**src/hdl/pdmc_params.svh**
```systemverilog
`ifndef PDMC_PARAMS_SVH
`define PDMC_PARAMS_SVH
// Register indices on the plain register port
`define PDMC_ADDR_MSTBY      4'h0
`define PDMC_ADDR_SYSCTL     4'h1
`define PDMC_ADDR_CLKDIV     4'h2
`define PDMC_ADDR_STATUS     4'h3
// Reset values
`define PDMC_MSTBY_RST       8'h00
`define PDMC_SYSCTL_RST      8'h00
`define PDMC_CLKDIV_RST      8'h00
// Module standby field positions
`define PDMC_BIT_WIDE_TMR    4
`define PDMC_BIT_PAIR_A      3
`define PDMC_BIT_PAIR_B      2
`define PDMC_BIT_CONV        0
// System control field positions
`define PDMC_BIT_SSEL        7
`define PDMC_STS_HI          6
`define PDMC_STS_LO          4
// Settling wait base counts in states
`define PDMC_WAIT_0          32'd8192
`define PDMC_WAIT_1          32'd16384
`define PDMC_WAIT_2          32'd32768
`define PDMC_WAIT_3          32'd65536
`define PDMC_WAIT_4          32'd131072
`define PDMC_WAIT_5          32'd262144
`define PDMC_WAIT_6          32'd1024
`endif

```
**src/hdl/pdmc_pkg.sv**
```systemverilog
package pdmc_pkg;
  // Power state of the chip
  typedef enum logic [2:0] {
    PDMC_RUN,
    PDMC_SLEEP,
    PDMC_SWSTBY,
    PDMC_SETTLE,
    PDMC_HWSTBY
  } pdmc_state_t;

  // Register port request
  typedef struct packed {
    logic [3:0] addr;
    logic [7:0] wdata;
    logic       wr;
    logic       rd;
  } pdmc_req_t;

  // Module standby strobes
  typedef struct packed {
    logic wide_timer_halt;
    logic byte_timer_pair_a_halt;
    logic byte_timer_pair_b_halt;
    logic converter_halt;
  } pdmc_halt_t;
endpackage

```
**src/hdl/pdmc_ctrl.sv**
```systemverilog
// Summary of operation
// - 8-bit standby register, cleared on reset, hw-standby
// - Bit 4 halts the wide timer
// - Bit 3 halts byte timer pair A
// - Bit 2 halts byte timer pair B
// - Bit 0 halts the converter
// - Reserved bits store and read back only
// - Sleep with select low halts CPU
// - Peripherals run in sleep unless halted
// - Unmasked interrupt ends sleep
// - Init pin low in sleep resets
// - Power-down pin low in sleep: hw standby
// - Sleep with select high: software standby
// - NMI or IRQ0-2 wakes after settling wait
// - Disabled or masked IRQs do not wake
// - Init pin low restarts clocks immediately
// - Power-down pin in standby: hw standby
// - Settle code picks base wait, 111 illegal
// - Each divider step doubles the wait
// - Halt starts the cycle after the write
// - Halted module reads ones, ignores writes
//
// The register addresses and strobed register access were decided locally.
`timescale 1ns/1ps
`default_nettype none
`include "pdmc_params.svh"
module pdmc_ctrl #(
  parameter int WAIT_SCALE = 1
) (
  // Clock and reset
  input  wire logic                 clk,
  input  wire logic                 rstn,
  input  wire logic                 ce,
  // Register port
  input  wire pdmc_pkg::pdmc_req_t  req,
  output logic [7:0]                rdata,
  // Pins
  input  wire logic                 chip_init_pin_n,
  input  wire logic                 hw_power_down_pin_n,
  // CPU side
  input  wire logic                 sleep_exec,
  input  wire logic                 nmi_req,
  input  wire logic [2:0]           irq_req,
  input  wire logic [2:0]           irq_enable,
  input  wire logic                 irq_cpu_mask,
  input  wire logic                 periph_int_req,
  output logic                      cpu_halt,
  output logic                      int_exc_start,
  output logic                      reset_exc_start,
  output logic                      clock_run,
  output logic                      periph_reset,
  // Peripheral access gating
  input  wire logic [3:0]           periph_sel,
  input  wire logic [7:0]           periph_rdata,
  output logic [7:0]                periph_rdata_gated,
  output logic                      periph_wr_block,
  // Module halts
  output pdmc_pkg::pdmc_halt_t      halt
);
  import pdmc_pkg::*;

  ////////////////////////////////////////////////////////////////////////////
  // Registers
  logic [7:0]  mstby_r;
  logic [7:0]  sysctl_r;
  logic [1:0]  clkdiv_r;
  pdmc_state_t state_r;
  pdmc_state_t state_nxt;
  logic [31:0] cnt_r;
  logic [31:0] cnt_nxt;
  logic        init_low_r;

  // Address decode
  wire sel_mstby  = req.addr == `PDMC_ADDR_MSTBY;
  wire sel_sysctl = req.addr == `PDMC_ADDR_SYSCTL;
  wire sel_clkdiv = req.addr == `PDMC_ADDR_CLKDIV;
  wire sel_status = req.addr == `PDMC_ADDR_STATUS;
  wire hw_hw_power_down_pin    = !hw_power_down_pin_n;
  wire chip_init  = !chip_init_pin_n;

  // Wake sources
  wire       ssel      = sysctl_r[`PDMC_BIT_SSEL];
  wire [2:0] sts       = sysctl_r[`PDMC_STS_HI:`PDMC_STS_LO];
  wire       irq_wake  = |(irq_req & irq_enable) && !irq_cpu_mask;
  wire       ext_wake  = nmi_req || irq_wake;
  wire       any_wake  = ext_wake || (periph_int_req && !irq_cpu_mask);

  // Base wait and divider scaling
  logic [31:0] base_wait;
  always_comb begin
    unique case (sts)
      3'h0: base_wait = `PDMC_WAIT_0;
      3'h1: base_wait = `PDMC_WAIT_1;
      3'h2: base_wait = `PDMC_WAIT_2;
      3'h3: base_wait = `PDMC_WAIT_3;
      3'h4: base_wait = `PDMC_WAIT_4;
      3'h5: base_wait = `PDMC_WAIT_5;
      3'h6: base_wait = `PDMC_WAIT_6;
      default: base_wait = `PDMC_WAIT_5;                                    // Illegal code: longest wait
    endcase
  end
  wire [31:0] wait_full = base_wait << clkdiv_r;
  wire [31:0] wait_tgt  = (WAIT_SCALE > 1) ? (wait_full / 32'(WAIT_SCALE)) : wait_full;

  ////////////////////////////////////////////////////////////////////////////
  // Power state machine
  always_comb begin
    state_nxt = state_r;
    cnt_nxt   = cnt_r;
    unique case (state_r)
      PDMC_RUN: begin
        if (sleep_exec) begin
          state_nxt = ssel ? PDMC_SWSTBY : PDMC_SLEEP;
        end
      end
      PDMC_SLEEP: begin
        if (any_wake) begin
          state_nxt = PDMC_RUN;
        end
      end
      PDMC_SWSTBY: begin
        if (ext_wake) begin
          state_nxt = PDMC_SETTLE;
          cnt_nxt   = 32'd1;
        end
      end
      PDMC_SETTLE: begin
        cnt_nxt = cnt_r + 32'd1;
        if (cnt_r >= wait_tgt) begin
          state_nxt = PDMC_RUN;
        end
      end
      PDMC_HWSTBY: begin
        state_nxt = PDMC_HWSTBY;
      end
    endcase
    if (chip_init) begin
      state_nxt = PDMC_RUN;
    end
    if (hw_hw_power_down_pin) begin
      state_nxt = PDMC_HWSTBY;
    end
  end

  // State and counter
  always_ff @(posedge clk or negedge rstn) begin
    if (!rstn) begin
      state_r    <= PDMC_RUN;
      cnt_r      <= 32'd0;
      init_low_r <= 1'b0;
    end else if (ce) begin
      state_r    <= state_nxt;
      cnt_r      <= cnt_nxt;
      init_low_r <= chip_init;
    end
  end

  // Control registers
  wire wr_ok = req.wr && !chip_init && !hw_hw_power_down_pin;
  always_ff @(posedge clk or negedge rstn) begin
    if (!rstn) begin
      mstby_r  <= `PDMC_MSTBY_RST;
      sysctl_r <= `PDMC_SYSCTL_RST;
      clkdiv_r <= 2'h0;
    end else if (ce) begin
      if (chip_init || hw_hw_power_down_pin) begin
        mstby_r  <= `PDMC_MSTBY_RST;
        sysctl_r <= `PDMC_SYSCTL_RST;
        clkdiv_r <= 2'h0;
      end else if (wr_ok) begin
        if (sel_mstby) begin
          mstby_r <= req.wdata;
        end
        if (sel_sysctl) begin
          sysctl_r <= req.wdata;
        end
        if (sel_clkdiv) begin
          clkdiv_r <= req.wdata[1:0];
        end
      end
    end
  end

  // Read data one cycle after strobe
  wire [7:0] status_val = {5'h0, state_r};
  wire [7:0] rd_mux = sel_mstby  ? mstby_r :
                      sel_sysctl ? sysctl_r :
                      sel_clkdiv ? {6'h0, clkdiv_r} :
                      sel_status ? status_val : 8'h00;
  always_ff @(posedge clk or negedge rstn) begin
    if (!rstn) begin
      rdata <= 8'h00;
    end else if (ce) begin
      rdata <= req.rd ? rd_mux : 8'h00;
    end
  end

  ////////////////////////////////////////////////////////////////////////////
  // Module halts: register bits act from the cycle after the write
  wire in_hw_power_down_pin = (state_r == PDMC_SWSTBY) || (state_r == PDMC_SETTLE) || (state_r == PDMC_HWSTBY);
  assign halt.wide_timer_halt        = mstby_r[`PDMC_BIT_WIDE_TMR] || in_hw_power_down_pin;
  assign halt.byte_timer_pair_a_halt = mstby_r[`PDMC_BIT_PAIR_A] || in_hw_power_down_pin;
  assign halt.byte_timer_pair_b_halt = mstby_r[`PDMC_BIT_PAIR_B] || in_hw_power_down_pin;
  assign halt.converter_halt         = mstby_r[`PDMC_BIT_CONV] || in_hw_power_down_pin;

  // Peripheral access gating
  wire [3:0] halt_vec = {halt.wide_timer_halt, halt.byte_timer_pair_a_halt,
                         halt.byte_timer_pair_b_halt, halt.converter_halt};
  wire       sel_halted = |(periph_sel & halt_vec);
  assign periph_rdata_gated = sel_halted ? 8'hff : periph_rdata;
  assign periph_wr_block    = sel_halted;

  // Chip-level controls
  assign cpu_halt        = state_r != PDMC_RUN;
  assign clock_run       = !((state_r == PDMC_SWSTBY) || (state_r == PDMC_HWSTBY)) || chip_init;
  assign periph_reset    = (state_r == PDMC_SWSTBY) || (state_r == PDMC_HWSTBY);
  assign int_exc_start   = ((state_r == PDMC_SLEEP) && any_wake && !chip_init && !hw_hw_power_down_pin) ||
                           ((state_r == PDMC_SETTLE) && (cnt_r >= wait_tgt) && !chip_init && !hw_hw_power_down_pin);
  assign reset_exc_start = init_low_r && !chip_init && !hw_hw_power_down_pin;

  ////////////////////////////////////////////////////////////////////////////
  // Assertions
  a_mstby_clear_init: assert property (@(posedge clk) disable iff (!rstn)
    (ce && chip_init) |=> mstby_r == 8'h00) else $error("standby reg not cleared");
  a_wide_halt_bit: assert property (@(posedge clk) disable iff (!rstn)
    (ce && wr_ok && sel_mstby && req.wdata[4]) |=> halt.wide_timer_halt)
    else $error("wide timer not halted");
  a_pair_a_bit: assert property (@(posedge clk) disable iff (!rstn)
    (ce && wr_ok && sel_mstby && req.wdata[3]) |=> halt.byte_timer_pair_a_halt)
    else $error("pair a not halted");
  a_pair_b_bit: assert property (@(posedge clk) disable iff (!rstn)
    (ce && wr_ok && sel_mstby && req.wdata[2]) |=> halt.byte_timer_pair_b_halt)
    else $error("pair b not halted");
  a_conv_halt_bit: assert property (@(posedge clk) disable iff (!rstn)
    (ce && wr_ok && sel_mstby && req.wdata[0]) |=> halt.converter_halt)
    else $error("converter not halted");
  a_reserved_readback: assert property (@(posedge clk) disable iff (!rstn)
    (ce && wr_ok && sel_mstby) ##1 (ce && req.rd && sel_mstby && !req.wr && !chip_init && !hw_hw_power_down_pin)
    |=> rdata == $past(req.wdata, 2)) else $error("standby readback wrong");
  a_sleep_entry: assert property (@(posedge clk) disable iff (!rstn)
    (ce && state_r == PDMC_RUN && sleep_exec && !ssel && !chip_init && !hw_hw_power_down_pin)
    |=> state_r == PDMC_SLEEP && cpu_halt) else $error("sleep not entered");
  a_sleep_runs: assert property (@(posedge clk) disable iff (!rstn)
    (state_r == PDMC_SLEEP && !mstby_r[0]) |-> !halt.converter_halt)
    else $error("converter halted in sleep");
  a_sleep_wake: assert property (@(posedge clk) disable iff (!rstn)
    (ce && state_r == PDMC_SLEEP && any_wake && !hw_hw_power_down_pin) |=> state_r == PDMC_RUN)
    else $error("sleep not ended");
  a_hw_hw_power_down_pin_entry: assert property (@(posedge clk) disable iff (!rstn)
    (ce && hw_hw_power_down_pin) |=> state_r == PDMC_HWSTBY) else $error("hw standby missed");
  a_swstby_entry: assert property (@(posedge clk) disable iff (!rstn)
    (ce && state_r == PDMC_RUN && sleep_exec && ssel && !chip_init && !hw_hw_power_down_pin)
    |=> periph_reset && !clock_run) else $error("sw standby not entered");
  a_masked_no_wake: assert property (@(posedge clk) disable iff (!rstn)
    (ce && state_r == PDMC_SWSTBY && !nmi_req && irq_cpu_mask && !chip_init && !hw_hw_power_down_pin)
    |=> state_r == PDMC_SWSTBY) else $error("masked irq woke");
  a_settle_hold: assert property (@(posedge clk) disable iff (!rstn)
    (state_r == PDMC_SETTLE && cnt_r < wait_tgt) |-> cpu_halt && !int_exc_start)
    else $error("left settle early");
  a_settle_wake: assert property (@(posedge clk) disable iff (!rstn)
    (ce && state_r == PDMC_SWSTBY && nmi_req && !chip_init && !hw_hw_power_down_pin)
    |=> state_r == PDMC_SETTLE && cnt_r == 32'd1) else $error("nmi did not wake");
  a_init_clock: assert property (@(posedge clk) disable iff (!rstn)
    chip_init |-> clock_run) else $error("clock not run on init");

  c_sleep_cycle: cover property (@(posedge clk) disable iff (!rstn)
    state_r == PDMC_SLEEP ##[1:20] state_r == PDMC_RUN);
  c_swstby_wake: cover property (@(posedge clk) disable iff (!rstn)
    state_r == PDMC_SETTLE ##1 state_r == PDMC_RUN);
  c_hw_hw_power_down_pin: cover property (@(posedge clk) disable iff (!rstn) state_r == PDMC_HWSTBY);
  c_gated_read: cover property (@(posedge clk) disable iff (!rstn) sel_halted);
endmodule
`default_nettype wire

```
**config.mk**
```make
export PLATFORM = sky130hd
export DESIGN_NAME = pdmc_ctrl
export DESIGN_NICKNAME = d
export VERILOG_FILES = /design/src/hdl/pdmc_pkg.sv /design/src/hdl/pdmc_ctrl.sv
export VERILOG_INCLUDE_DIRS = /design/src /design/src/hdl
export SDC_FILE = /design/constraint.sdc
export NUM_CORES = 1
export LEC_CHECK = 0
export ABC_CLOCK_PERIOD_IN_PS = 2400
export BUFFER_PORTS_ARGS = -buffer_cell sky130_fd_sc_hd__buf_2
export CORE_MARGIN = 4
export CORE_UTILIZATION = 34
export CTS_CLUSTER_DIAMETER = 100
export CTS_CLUSTER_SIZE = 16
export DETAILED_ROUTE_END_ITERATION = 10
export SLEW_MARGIN = 25
export SYNTH_ARGS = -nofsm -noshare
export SYNTH_HDL_FRONTEND = slang
export SYNTH_SLANG_ARGS = --single-unit
```
**constraint.sdc**
```tcl
create_clock -name clk -period 2.4 [get_ports clk]
set_input_delay 0.24 -clock clk [delete_from_list [all_inputs] [get_ports clk]]
set_output_delay 0.24 -clock clk [all_outputs]
set_load 0.01 [all_outputs]
```
### Yosys cells after proc, flatten, opt, wreduce, memory -nomap -nowiden

Cells that the tools add are included.

| storage, ports and cells | value |
|---|---|
| word-level logic and storage cells | 99 |
| bits of input ports | 41 |
| output and inout bits | 26 |
| register bits | 62 |

| operators by class | value |
|---|---|
| equality and inequality tests | 17 |
| add/subtract/negate cells | 1 |
| multiplexer cells | 26 |
| magnitude comparators | 1 |
| reduce and logical (&&, ||, !) cells | 44 |
| shifts and indexed selects | 1 |
| bitwise gates (word level) | 2 |

Operator list:

| cell | number |
|---|---|
| $pmux 19 s6 | 1 |
| $mux 8 | 10 |
| $pmux 32 s2 | 1 |
| $add 32x1->32 const B | 1 |
| $ge 32x32->1 | 1 |
| $mux 32 | 1 |
| $shl 32x2->32 | 1 |
| $mux 3 | 8 |
| $ne 4x4->1 const B | 4 |
| $pmux 3 s5 | 1 |
| $eq 3x2->1 const B | 4 |
| $logic_and 1x1->1 | 12 |
| $logic_or 1x1->1 | 12 |
| $reduce_and 3->1 | 4 |
| $reduce_bool 2->1 | 5 |
| $eq 3x3->1 const B | 3 |
| $eq 4x2->1 const B | 2 |
| $mux 2 | 4 |
| $eq 3x1->1 const B | 2 |
| $logic_not 3->1 | 2 |
| $reduce_and 5->1 | 1 |
| $and 4x4->4 | 1 |
| $eq 4x1->1 const B | 1 |
| $logic_not 1->1 | 4 |
| 6 further kinds | 6 |

### Longest topological paths before layout

Gate-level depths: netlist of the first run.

| depth | value |
|---|---|
| word-level depth | 9 |
| mapped depth | 12 |
| gate-level depth less buffers | 11 |

### Worst setup path after synthesis of the first run

Ideal clock, no wire load.

| path | value |
|---|---|
| path kind | register to register |
| start point | register sysctl_r[4] |
| end point | register state_r[0] |
| data required time | 2321 ps |
| setup time | 79 ps |
| data arrival time | 2353 ps |
| stages on the path, launching flop included | 13 |
| path buffers | 1 |
| clock period less this slack | 2432 ps |
| path slack | -32 ps |
| cell sequence | dfrtp_1 clkbuf_1 nand2b_1 and2_1 nor2_1 nand2_1 ha_1 o21a_1 o211ai_1 nor4_1 a211o_1 o211ai_1 mux2i_1 |

| on the way | value |
|---|---|
| longest elaborated chain between the ends | 6 |
| elaborated cells between the ends (all ways) | 11 |
| those cells by class | 1 x order compare; 6 x eq/ne; 1 x shift; 1 x mux; 2 x reduce/logical |

RTL lines:

| item | line | text |
|---|---|---|
| start, declared | pdmc_ctrl.sv:65 | `logic [7:0] sysctl_r;` |
| start signal, assigned | pdmc_ctrl.sv:163 | `` sysctl_r <= `PDMC_SYSCTL_RST; `` |
| start signal, assigned | pdmc_ctrl.sv:168 | `` sysctl_r <= `PDMC_SYSCTL_RST; `` |
| start signal, assigned | pdmc_ctrl.sv:175 | `sysctl_r <= req.wdata;` |
| $eq 3x3->1 (tied with other cells) | pdmc_ctrl.sv:91 | `unique case (sts)` |
| $pmux 19 s6 (*) | pdmc_ctrl.sv:91 |  |
| $shl 32x2->32 (*) | pdmc_ctrl.sv:102 | `wire [31:0] wait_full = base_wait << clkdiv_r;` |
| $ge 32x32->1 (*) | pdmc_ctrl.sv:129 | `if (cnt_r >= wait_tgt) begin` |
| $ne 4x4->1 (no source line) (*) | n/a |  |
| $reduce_and 5->1 (no source line) (*) | n/a |  |
| end signal, assigned | pdmc_ctrl.sv:152 | `state_r <= state_nxt;` |
| end, declared | pdmc_ctrl.sv:67 | `pdmc_state_t state_r;` |

Every way passes the cells marked *; elsewhere a longest branch is shown, timed or not.
A chain may end at the register's enable or synchronous reset.

### Final worst setup path of the first run

| path | value |
|---|---|
| start point | register clkdiv_r[0] |
| end point | output int_exc_start |

| on the way | value |
|---|---|
| longest elaborated chain between the ends | 6 |

RTL lines:

| item | line | text |
|---|---|---|
| start, declared | pdmc_ctrl.sv:66 | `logic [1:0] clkdiv_r;` |
| start signal, assigned | pdmc_ctrl.sv:178 | `clkdiv_r <= req.wdata[1:0];` |
| $shl 32x2->32 | pdmc_ctrl.sv:102 |  |
| $ge 32x32->1 | pdmc_ctrl.sv:218 | `((state_r == PDMC_SETTLE) && (cnt_r >= wait_tgt) && !chip_init && !hw_hw_power_down_pin);` |
| $logic_and 1x1->1 (3 in series) | pdmc_ctrl.sv:218 |  |
| $logic_or 1x1->1 | pdmc_ctrl.sv:217 | `assign int_exc_start = ((state_r == PDMC_SLEEP) && any_wake && !chip_init && !hw_hw_power_down_pin) \|\|` |
| end, declared | pdmc_ctrl.sv:48 | `output logic int_exc_start,` |

No other way between the ends.

==> summary.md, run 1 <==
| Metric | Value |
|---|---|
| Max_cap viols | `0` |
| Fmax | `0.3543 GHz` |
| Int Power | `2.243 mW` |
| Clock network power share | `0.469` |
| WL/cell | `14.13 um` |
| TritonCTS clock tree | `done` |
| 1st-iter DRT viols | `164` |
| Syn Nets | `489` |
| Final weighted congestion in routability-driven placement | `0.8069` |
| IO Pins | `67` |
| Async set-reset flop share out of synthesis | `1.000` |
| Clk slew on worst S/H paths | `0.05 ns` |
| Leak pwr | `2.272 nW` |
| Antenna diode count | `0` |
| Crit path cell chain | `nand2b_4 > and2_4 > nor2_4 > nand2_1 > ha_1 > o21a_1 > o211ai_1 > nor4_1 > a211o_1 > mux2i_1 > nor2_1 > buf_2` |
| Cell row count | `38` |
| Starting Density | `0.3494` |
| First-pass GRT wire length | `16230 um` |
| Skew final | `0.005005 ns` |
| Synth cell types | `52` |
| Largest net degree at the start of global routing | `40` |
| Final slew viol count | `0` |
| Sequential share of power | `0.373` |
| Share of layout cells above drive strength 1 | `0.3045` |
| PwrDens | `601.9 nW/um^2` |
| Area of the multi-input gates | `2217 sq um` |
| Max stage delay on crit path | `0.47 ns` |
| Worst skew pair latency | `0.33 ns` |
| Maximum root-to-sink buffer count | `2` |
| Total negative setup slack | `-0.5533 ns` |
| Post-layout util | `0.4537` |
| CTS sink cnt | `62` |
| Die area | `13000 sq um` |
| # placed instances | `651` |
| Req. time, crit path | `2.16 ns` |
| Post-placement worst setup slack | `-0.1661 ns` |
| Reg area | `1556 sq um` |
| Yosys warnings | `0` |
| Post-route ant nets | `0` |
| WL final | `9495 um` |
| Total global routing overflow | `0` |
| Flops & latches, synth | `62` |
| Worst-margin pin slew | `0.6867 ns` |
| Post-route DRC violation count | `0` |
| Mean Syn Cell Area | `8.805 sq um` |
| Core Box Area | `10940 sq um` |
| Initial antenna violation count | `0` |
| HPWL Detailed | `7134 um` |
| Number of synthesized flops with an enable pin | `0` |
| Final Hold Slack | `0.1421 ns` |
| Final net count | `583` |
| Area delta synth->final | `29.83%` |
| Placed cell area | `4489 sq um` |
| Tmin final | `2.822 ns` |
| Failing checks | `setup timing` |
| Non-filler cells, final | `672` |
| Clock buffer count from CTS | `9` |
| Total GRT Usage | `0.1542` |
| Worst Path Arrival | `2.58 ns` |
| Design area | `4961 sq um` |
| Power, Total | `2.986 mW` |
| Slowest CP cell | `dfrtp_2` |
| Worst IR Drop VDD | `410.1 uV` |
| Final worst slack | `-0.4222 ns` |
| Root buf cell | `clkbuf_16` |
| Outcome | `finished, violations left` |
| Vias in the first global route | `3521` |
| Die Wd | `114.0 um` |
| WS Path Type | `reg -> out` |
| RSZ-0062 raised after global routing | `yes` |
| Cells after Synth | `434` |
| Die H | `114.0 um` |
| Htree depth | `3` |
| Number of vias per cell | `5.010` |
| Crit end category | `output port` |
| Worst Path Max Fanout | `8` |
| Final-report hold violation count | `0` |
| Vias | `3367` |
| CP Launch Type | `flop` |
| Sequential fraction of the synthesis area | `0.4060` |
| Max_slew headroom | `0.5422` |
| Area of the mapped netlist | `3821 sq um` |
| Final period util | `1.176` |
| Switch Pwr | `0.7430 mW` |
| Top FF cell, synth | `dfrtp_1` |
| Filler instances | `1065` |
| Logic gate share of total power | `0.158` |
| Sw Ratio | `0.2488` |
| Worst min-delay path class | `in -> reg` |
| Pre-antenna DRT Iters | `4` |
| Port buffer count | `66` |
| Final setup viols | `2` |
-- synthesized netlist by cell type, types with 4 or more instances --
master	count	area [sq um]
dfrtp_1	62	1551
nand3_1	29	145.1
a21o_1	4	30.03
xnor2_1	17	148.9
or2_2	8	50.05
o2bb2ai_1	5	43.79
nor4_1	5	31.28
xor2_1	15	131.4
clkbuf_1	18	67.56
o21ai_0	28	140.1
mux2i_1	9	90.09
inv_1	19	71.32
a31oi_1	4	25.02
nor2b_1	4	25.02
and2_1	5	31.28
nand4_1	10	62.56
and3_1	6	37.54
nor2_1	46	172.7
nor4_2	7	87.58
and4_1	4	35.03
nand2_1	52	195.2
ha_1	14	175.2
a21oi_1	9	45.04
nor3_1	7	35.03
-- power by group through the flow --
stage | logic [mW] | clock network [mW] | registers [mW]
after floorplan | 0.248 | 0 | 1.12
after CTS | 0.454 | 1.44 | 1.11
after global placement | 0.426 | 0 | 1.13
after global routing | 0.527 | 1.49 | 1.12
after detailed placement | 0.434 | 0 | 1.13
final | 0.471 | 1.40 | 1.11
-- placed cells by master, fill, tap and decap left out, types with 5 or more instances in the layout --
cell | netlist | layout
inv_1 | 19 | 19
dfrtp_1 | 62 | 58
clkbuf_16 | 0 | 9
nand4_1 | 10 | 10
o21ai_0 | 28 | 28
xor2_1 | 15 | 14
nor4_2 | 7 | 7
o2bb2ai_1 | 5 | 5
a21oi_1 | 9 | 8
nand3_1 | 29 | 29
nor2_1 | 46 | 43
xnor2_1 | 17 | 17
nor4_1 | 5 | 5
nand2_1 | 52 | 51
or2_2 | 8 | 8
ha_1 | 14 | 14
buf_2 | 3 | 66
and3_1 | 6 | 6
nor3_1 | 7 | 6
buf_4 | 0 | 35
mux2i_1 | 9 | 9
-- critical path, delay by kind of cell, from the launching register on --
kind                       cells  cell delay [ns]
and+or+nand+nor                6             0.57
buffers and inverters          1             0.13
DFF                            1             0.47
muxes                          1             0.14
AOI/OAI and AO/OA              3             0.65
adders and majority gates      1             0.28
-- layer usage --
| layer | vias up | share of wire | GRT usage |
|---|---|---|---|
| li1 | 1710 | - | - |
| met1 | 1576 | 0.46 | 0.1928 |
| met2 | 73 | 0.49 | 0.2600 |
| met3 | 8 | 0.044 | 0.04775 |
| met4 | 0 | 0.0096 | 0.03800 |
| met5 | - | 0 | 0 |
-- registers in the layout, summed over array words and instances (netlist names) --
name	flops
sysctl_r	8
state_r	3
mstby_r	8
init_low_r	1
cnt_r	32
rdata	8
clkdiv_r	2
-- worst paths after layout --
| check | to | cells after the start | slack (ns) | from |
|---|---|---|---|---|
| max in group asynchronous | rdata[5]$_DFFE_PN0P_ | 4 | 1.20 | rstn |
| min in group asynchronous | cnt_r[27]$_DFFE_PN0P_ | 3 | 0.50 | rstn |
| min reg2reg | init_low_r$_DFFE_PN0P_ | 2 | 0.48 | init_low_r$_DFFE_PN0P_ |
| min | state_r[2]$_DFFE_PN0P_ | 2 | 0.14 | hw_power_down_pin_n |
| max | int_exc_start | 12 | -0.42 | clkdiv_r[0]$_DFFE_PN0P_ |
| max reg2reg | state_r[0]$_DFFE_PN0P_ | 12 | -0.13 | clkdiv_r[0]$_DFFE_PN0P_ |
-- cell families after synthesis --
kind of cell | Yosys count | share of synthesized area
adder cells (fa/ha/maj) | 14 | 0.04584
flip-flops | 62 | 0.4060
AO/OA/AOI/OAI | 76 | 0.1287
XOR/XNOR | 32 | 0.07335
buffers and inverters | 41 | 0.04125
multiplexers | 9 | 0.02358
AND/OR/NAND/NOR | 200 | 0.2813
-- final cells by class --
class                      count  area share
inverter                      20     0.01513
tap                          140     0.03531
clock inverter                 4     0.01412
sequential                    62      0.3137
timing repair buffer         103      0.1238
multi-input combinational    332      0.4469
clock buffer                  11     0.05095
-- what timing repair did --
| item | in CTS | in global routing |
|---|---|---|
| pin swaps | 6 | 11 |
| setup endpoints to repair | 10 | 11 |
| hold buffers | 1 | 0 |
| hold endpoints to repair | 38 | 0 |
| resized for setup | 12 | 13 |
| setup buffers | 4 | 0 |
| cloned | 0 | 1 |
Power figures use the tool's default switching activity.
==> run 2, diff against run 1 <==
Settings changed: MAX_ROUTING_LAYER set to met4.
==> summary.md, run 2 (synthesized netlist as in run 1, its figures left out) <==
| Metric | Value |
|---|---|
| Outcome | `finished, violations left` |
| Failing checks | `setup timing` |
| Root buf cell | `clkbuf_16` |
| Reg with most FFs | `cnt_r` |
| Commonest non-fill, non-tap cell in the layout | `buf_2` |
| Final weighted congestion in routability-driven placement | `0.8186 (+1.4%)` |
| Clk slew on worst S/H paths | `0.05 ns (about the same)` |
| Worst R2R Setup Slack | `-0.13 ns (about the same)` |
| Grt peak-use layer | `met2` |
| Die H | `114.0 um (unchanged)` |
| Core Box Area | `10940 sq um (unchanged)` |
| Die area | `13000 sq um (unchanged)` |
| Clock buffer count from CTS | `9 (unchanged)` |
| Met3 GRT Util | `0.04668 (-0.001061)` |
| PwrDens | `602.6 nW/um^2 (+0.11%)` |
| Filler instances | `1065 (unchanged)` |
| Final slew viol count | `0 (unchanged)` |
| First-pass GRT wire length | `16260 um (+0.22%)` |
| Share of layout cells above drive strength 1 | `0.3045 (unchanged)` |
| Total GRT Usage | `0.1592 (+0.004972)` |
| Crit end category | `output port` |
| Largest net degree at the start of global routing | `40 (unchanged)` |
| Final period util | `1.176 (about the same)` |
| Worst IR Drop VDD | `408.5 uV (-0.38%)` |
| R2r worst-path depth | `11 (-1)` |
| Cell row count | `38 (unchanged)` |
| Leak pwr | `2.272 nW (unchanged)` |
| Worst Path Max Fanout | `11 (+3)` |
| TritonCTS clock tree | `done` |
| Most frequent cells in the layout | `buf_2 (66), dfrtp_1 (58), nand2_1 (51), nor2_1 (43), buf_4 (35)` |
| Hold Path End | `state_r[2]$_DFFE_PN0P_` |
| Tmin final | `2.823 ns (+0.0006940 ns)` |
| Number of vias per cell | `5.037 (+0.53%)` |
| Pre-antenna DRT Iters | `4 (unchanged)` |
| Vias in the first global route | `3505 (-0.45%)` |
| WS Path Type | `reg -> out` |
| Port buffer count | `66 (unchanged)` |
| Skew final | `0.005679 ns (+0.0006737 ns)` |
| Final worst slack | `-0.4229 ns (-0.0006940 ns)` |
| Reg2Reg Capture Point | `state_r[0]$_DFFE_PN0P_` |
| Worst-margin pin slew | `0.6911 ns (+0.004406 ns)` |
| Die Wd | `114.0 um (unchanged)` |
| Post-placement worst setup slack | `-0.1661 ns (unchanged)` |
| Starting Density | `0.3494 (unchanged)` |
| RSZ-0062 raised after global routing | `yes` |
| GR Util met1 | `0.1955 (+0.002664)` |
| Area delta synth->final | `29.83% (unchanged)` |
| Post-route ant nets | `0 (unchanged)` |
| CP Launch Type | `flop` |
| Hold path cells | `2 (unchanged)` |
| CTS sink cnt | `62 (unchanged)` |
| Req. time, crit path | `2.16 ns (about the same)` |
| Htree depth | `3 (unchanged)` |
| Maximum root-to-sink buffer count | `2 (unchanged)` |
| Worst min-delay path class | `in -> reg` |
| Final-report hold violation count | `0 (unchanged)` |
| Post-route DRC violation count | `0 (unchanged)` |
| 1st-iter DRT viols | `168 (+2.4%)` |
| Worst Path Arrival | `2.58 ns (about the same)` |
| Max_slew headroom | `0.5393 (-0.002937)` |
| Vias | `3385 (+0.53%)` |
| Initial antenna violation count | `0 (unchanged)` |
| WL final | `9501 um (about the same)` |
| Final setup viols | `2 (unchanged)` |
| Design area | `4961 sq um (unchanged)` |
| Worst hold start | `hw_power_down_pin_n` |
| Met2 usage | `0.2592 (-0.0007806)` |
| Fmax | `0.3542 GHz (about the same)` |
| Placed cell area | `4489 sq um (unchanged)` |
| HPWL Detailed | `7134 um (unchanged)` |
| Antenna diode count | `0 (unchanged)` |
| Max reg flops | `32 (unchanged)` |
| IO Pins | `67 (unchanged)` |
| Max_cap viols | `0 (unchanged)` |
| Worst r2r src | `sysctl_r[5]$_DFFE_PN0P_` |
| Final net count | `583 (unchanged)` |
| Total global routing overflow | `0 (unchanged)` |
| WL/cell | `14.14 um (about the same)` |
| Worst skew pair latency | `0.33 ns (about the same)` |
==> run 2: cell counts in the layout (fill, tap and decap cells not counted) <==
Identical to the previous run, type by type.
==> run 2: area by class of cell <==
type	count	area, sq um	share of cell area
Multi-Input combinational cell	332	2217	0.4469
Timing Repair Buffer	103	614.3	0.1238
Tap cell	140	175.2	0.03531
Inverter	20	75.07	0.01513
Sequential cell	62	1556	0.3137
Clock inverter	4	70.07	0.01412
Clock buffer	11	252.7	0.05095
==> run 2: worst max-delay path by stage <==
stage,cells past startpoint,slack [ns],end,startpoint
4_1_cts,10,-0.44,int_exc_start,sysctl_r[4]$_DFFE_PN0P_
3_3_place_gp,12,-0.14,int_exc_start,clkdiv_r[0]$_DFFE_PN0P_
3_5_place_dp,12,-0.17,int_exc_start,clkdiv_r[0]$_DFFE_PN0P_
2_1_floorplan,12,0.001,state_r[0]$_DFFE_PN0P_,sysctl_r[4]$_DFFE_PN0P_
6_report,11,-0.42,int_exc_start,sysctl_r[5]$_DFFE_PN0P_
5_1_grt,12,-0.58,int_exc_start,clkdiv_r[0]$_DFFE_PN0P_
==> run 2: metal layers <==
metal | wire length [um] | vias up
met4 | 85 | 0
met3 | 459 | 9
met2 | 4585 | 87
li1 | - | 1714
met1 | 4371 | 1575
met5 | 0 | -
==> run 2: where the power goes <==
part           leakage (nW)  switching, mW  total, mW  internal [mW]
clock network         0.161          0.450       1.40          0.955
logic                  1.27          0.265      0.470          0.206
registers             0.842         0.0312       1.11           1.08
==> run 2: critical path, cell delays in order, from the launching register on <==
cell,delay (ns)
dfrtp_1,0.40
buf_4,0.20
nand2_1,0.07
or3_1,0.34
ha_1,0.29
o21a_1,0.10
o211ai_1,0.16
nand2_1,0.07
a211o_1,0.30
mux2i_1,0.14
nor2_1,0.05
buf_2,0.13
==> run 2: what timing repair did <==
item,CTS,global route
gates resized for setup,12,13
hold buffers,1,0
cloned,0,1
setup buffers,4,0
pin swaps,6,11
endpoints found under the hold margin,38,0
setup endpoints to repair,10,11
==> run 2: metrics by stage <==
stage	setup TNS, ns	cells	utilization	total power [mW]	hold slack, ns
6_report	-0.5535	672	0.4537	2.989	0.1402
5_1_grt	-0.9000	672	0.4537	3.139	0.1331
4_1_cts	-0.5740	671	0.4475	3.005	0.1310
3_5_place_dp	-0.2818	651	0.4105	1.562	0.3359
3_3_place_gp	-0.2141	651	0.4105	1.553	0.3351
2_1_floorplan	0	434	-	1.366	-0.05559
==> run 3, diff against run 2 <==
Settings changed: SKIP_LAST_GASP set to 1.
==> summary.md, run 3 (synthesized netlist as in run 1, its figures left out) <==
| Metric | Value |
|---|---|
| Outcome | `finished, violations left` |
| Failing checks | `setup timing` |
| Max_cap viols | `0 (unchanged)` |
| Final net count | `583 (unchanged)` |
| Antenna diode count | `0 (unchanged)` |
| Core Box Area | `10940 sq um (unchanged)` |
| Initial antenna violation count | `0 (unchanged)` |
| 1st-iter DRT viols | `125 (-26%)` |
| IO Pins | `67 (unchanged)` |
| CP Launch Type | `flop` |
| Worst Path Max Fanout | `11 (unchanged)` |
| CTS sink cnt | `62 (unchanged)` |
| Clock buffer count from CTS | `9 (unchanged)` |
| Req. time, crit path | `2.16 ns (about the same)` |
| Clk slew on worst S/H paths | `0.05 ns (about the same)` |
| Crit end category | `output port` |
| First-pass GRT wire length | `16260 um (unchanged)` |
| Worst-margin pin slew | `0.6908 ns (-0.0003105 ns)` |
| Final-report hold violation count | `0 (unchanged)` |
| Max_slew headroom | `0.5395 (about the same)` |
| Max reg flops | `32 (unchanged)` |
| Skew final | `0.005753 ns (+0.00007453 ns)` |
| Htree depth | `3 (unchanged)` |
| Power, Total | `2.984 mW (-0.17%)` |
| Post-placement worst setup slack | `-0.1661 ns (unchanged)` |
| Pre-antenna DRT Iters | `4 (unchanged)` |
| Worst IR Drop VDD | `408.9 uV (about the same)` |
| Post-route ant nets | `0 (unchanged)` |
| Cell row count | `38 (unchanged)` |
| Final weighted congestion in routability-driven placement | `0.8186 (unchanged)` |
| R2r worst-path depth | `11 (unchanged)` |
| Design area | `4951 sq um (-0.20%)` |
| Fmax | `0.3543 GHz (about the same)` |
| Share of layout cells above drive strength 1 | `0.3026 (-0.001880)` |
| HPWL Detailed | `7134 um (unchanged)` |
| Worst skew pair latency | `0.33 ns (about the same)` |
| Die area | `13000 sq um (unchanged)` |
| Area delta synth->final | `29.57%` |
| Total global routing overflow | `0 (unchanged)` |
| Worst min-delay path class | `in -> reg` |
| Vias in the first global route | `3505 (unchanged)` |
| Root buf cell | `clkbuf_16` |
| Maximum root-to-sink buffer count | `2 (unchanged)` |
| Reg with most FFs | `cnt_r` |
| Placed cell area | `4489 sq um (unchanged)` |
| RSZ-0062 raised after global routing | `yes` |
| Hold path cells | `2 (unchanged)` |
| Die H | `114.0 um (unchanged)` |
| Most frequent cells in the layout | `buf_2 (66), dfrtp_1 (58), nand2_1 (51), nor2_1 (43), buf_4 (35)` |
| Post-route DRC violation count | `0 (unchanged)` |
| Tmin final | `2.823 ns (-0.00009000 ns)` |
| WS Path Type | `reg -> out` |
| Commonest non-fill, non-tap cell in the layout | `buf_2` |
| Leak pwr | `2.271 nW (about the same)` |
| Non-filler cells, final | `672 (unchanged)` |
| WL final | `9473 um (-0.29%)` |
| Vias | `3380 (-0.15%)` |
| Final setup viols | `2 (unchanged)` |
| WL/cell | `14.10 um (-0.29%)` |
| Largest net degree at the start of global routing | `40 (unchanged)` |
| Final period util | `1.176 (about the same)` |
| # placed instances | `651 (unchanged)` |
| Final worst slack | `-0.4228 ns (+0.00009000 ns)` |
| Die Wd | `114.0 um (unchanged)` |
| Port buffer count | `66 (unchanged)` |
| Total GRT Usage | `0.1592 (unchanged)` |
| Final slew viol count | `0 (unchanged)` |
| Starting Density | `0.3494 (unchanged)` |
| Worst Path Arrival | `2.58 ns (about the same)` |
| Number of vias per cell | `5.030 (-0.15%)` |
| PwrDens | `602.8 nW/um^2 (about the same)` |
| TritonCTS clock tree | `done` |
-- run 3: where the power goes --
group          switching, mW  internal (mW)  leakage, nW
logic                  0.264          0.203         1.27
clock network          0.450          0.955        0.161
registers             0.0298           1.08        0.842
total                  0.744           2.24         2.27
-- run 3: final timing paths --
path	startpoint	end	slack [ns]
setup / recovery	sysctl_r[5]$_DFFE_PN0P_	int_exc_start	-0.42
hold / removal	hw_power_down_pin_n	state_r[2]$_DFFE_PN0P_	0.14
setup reg to reg	sysctl_r[5]$_DFFE_PN0P_	state_r[0]$_DFFE_PN0P_	-0.13
hold reg to reg	init_low_r$_DFFE_PN0P_	init_low_r$_DFFE_PN0P_	0.48
max in group asynchronous	rstn	rdata[5]$_DFFE_PN0P_	1.21
min in group asynchronous	rstn	cnt_r[27]$_DFFE_PN0P_	0.50
-- run 3: per-stage QoR --
stage,TNS [ns],hold slack (ns),util
3_5_place_dp,-0.2818,0.3359,0.4105
2_1_floorplan,0,-0.05559,-
3_3_place_gp,-0.2141,0.3351,0.4105
4_1_cts,-0.5740,0.1310,0.4475
5_1_grt,-1.129,0.1331,0.4527
6_report,-0.5542,0.1404,0.4527
-- run 3: metal layers --
layer,up-vias,routed length (um),GRT usage,share of wire
met1,1570,4334,0.1955,0.46
met5,-,0,-,0
li1,1713,-,-,-
met3,9,450,0.04668,0.048
met2,88,4598,0.2592,0.49
met4,0,89,0.03800,0.0094
-- run 3: what timing repair did --
item,4_1_cts,5_1_grt
pin swaps,6,11
gates cloned,0,1
resized for setup,12,11
hold endpoints to repair,38,0
hold buffers,1,0
buffers inserted,4,0
setup endpoints to repair,10,11
-- run 3: area by class of cell --
cell class,count,area (sq um)
Clock inverter,4,70.07
Tap cell,140,175.2
Timing Repair Buffer,103,614.3
Multi-Input combinational cell,332,2207
Fill cell,1066,5984
Inverter,20,75.07
Clock buffer,11,252.7
Sequential cell,62,1556
-- run 3: worst max-delay path, stage by stage, from the launching register on --
cell	delay (ns)
dfrtp_1	0.40
buf_4	0.20
nand2_1	0.07
or3_1	0.34
ha_1	0.29
o21a_1	0.10
o211ai_1	0.16
nand2_1	0.07
a211o_1	0.30
mux2i_1	0.14
nor2_1	0.05
buf_2	0.13
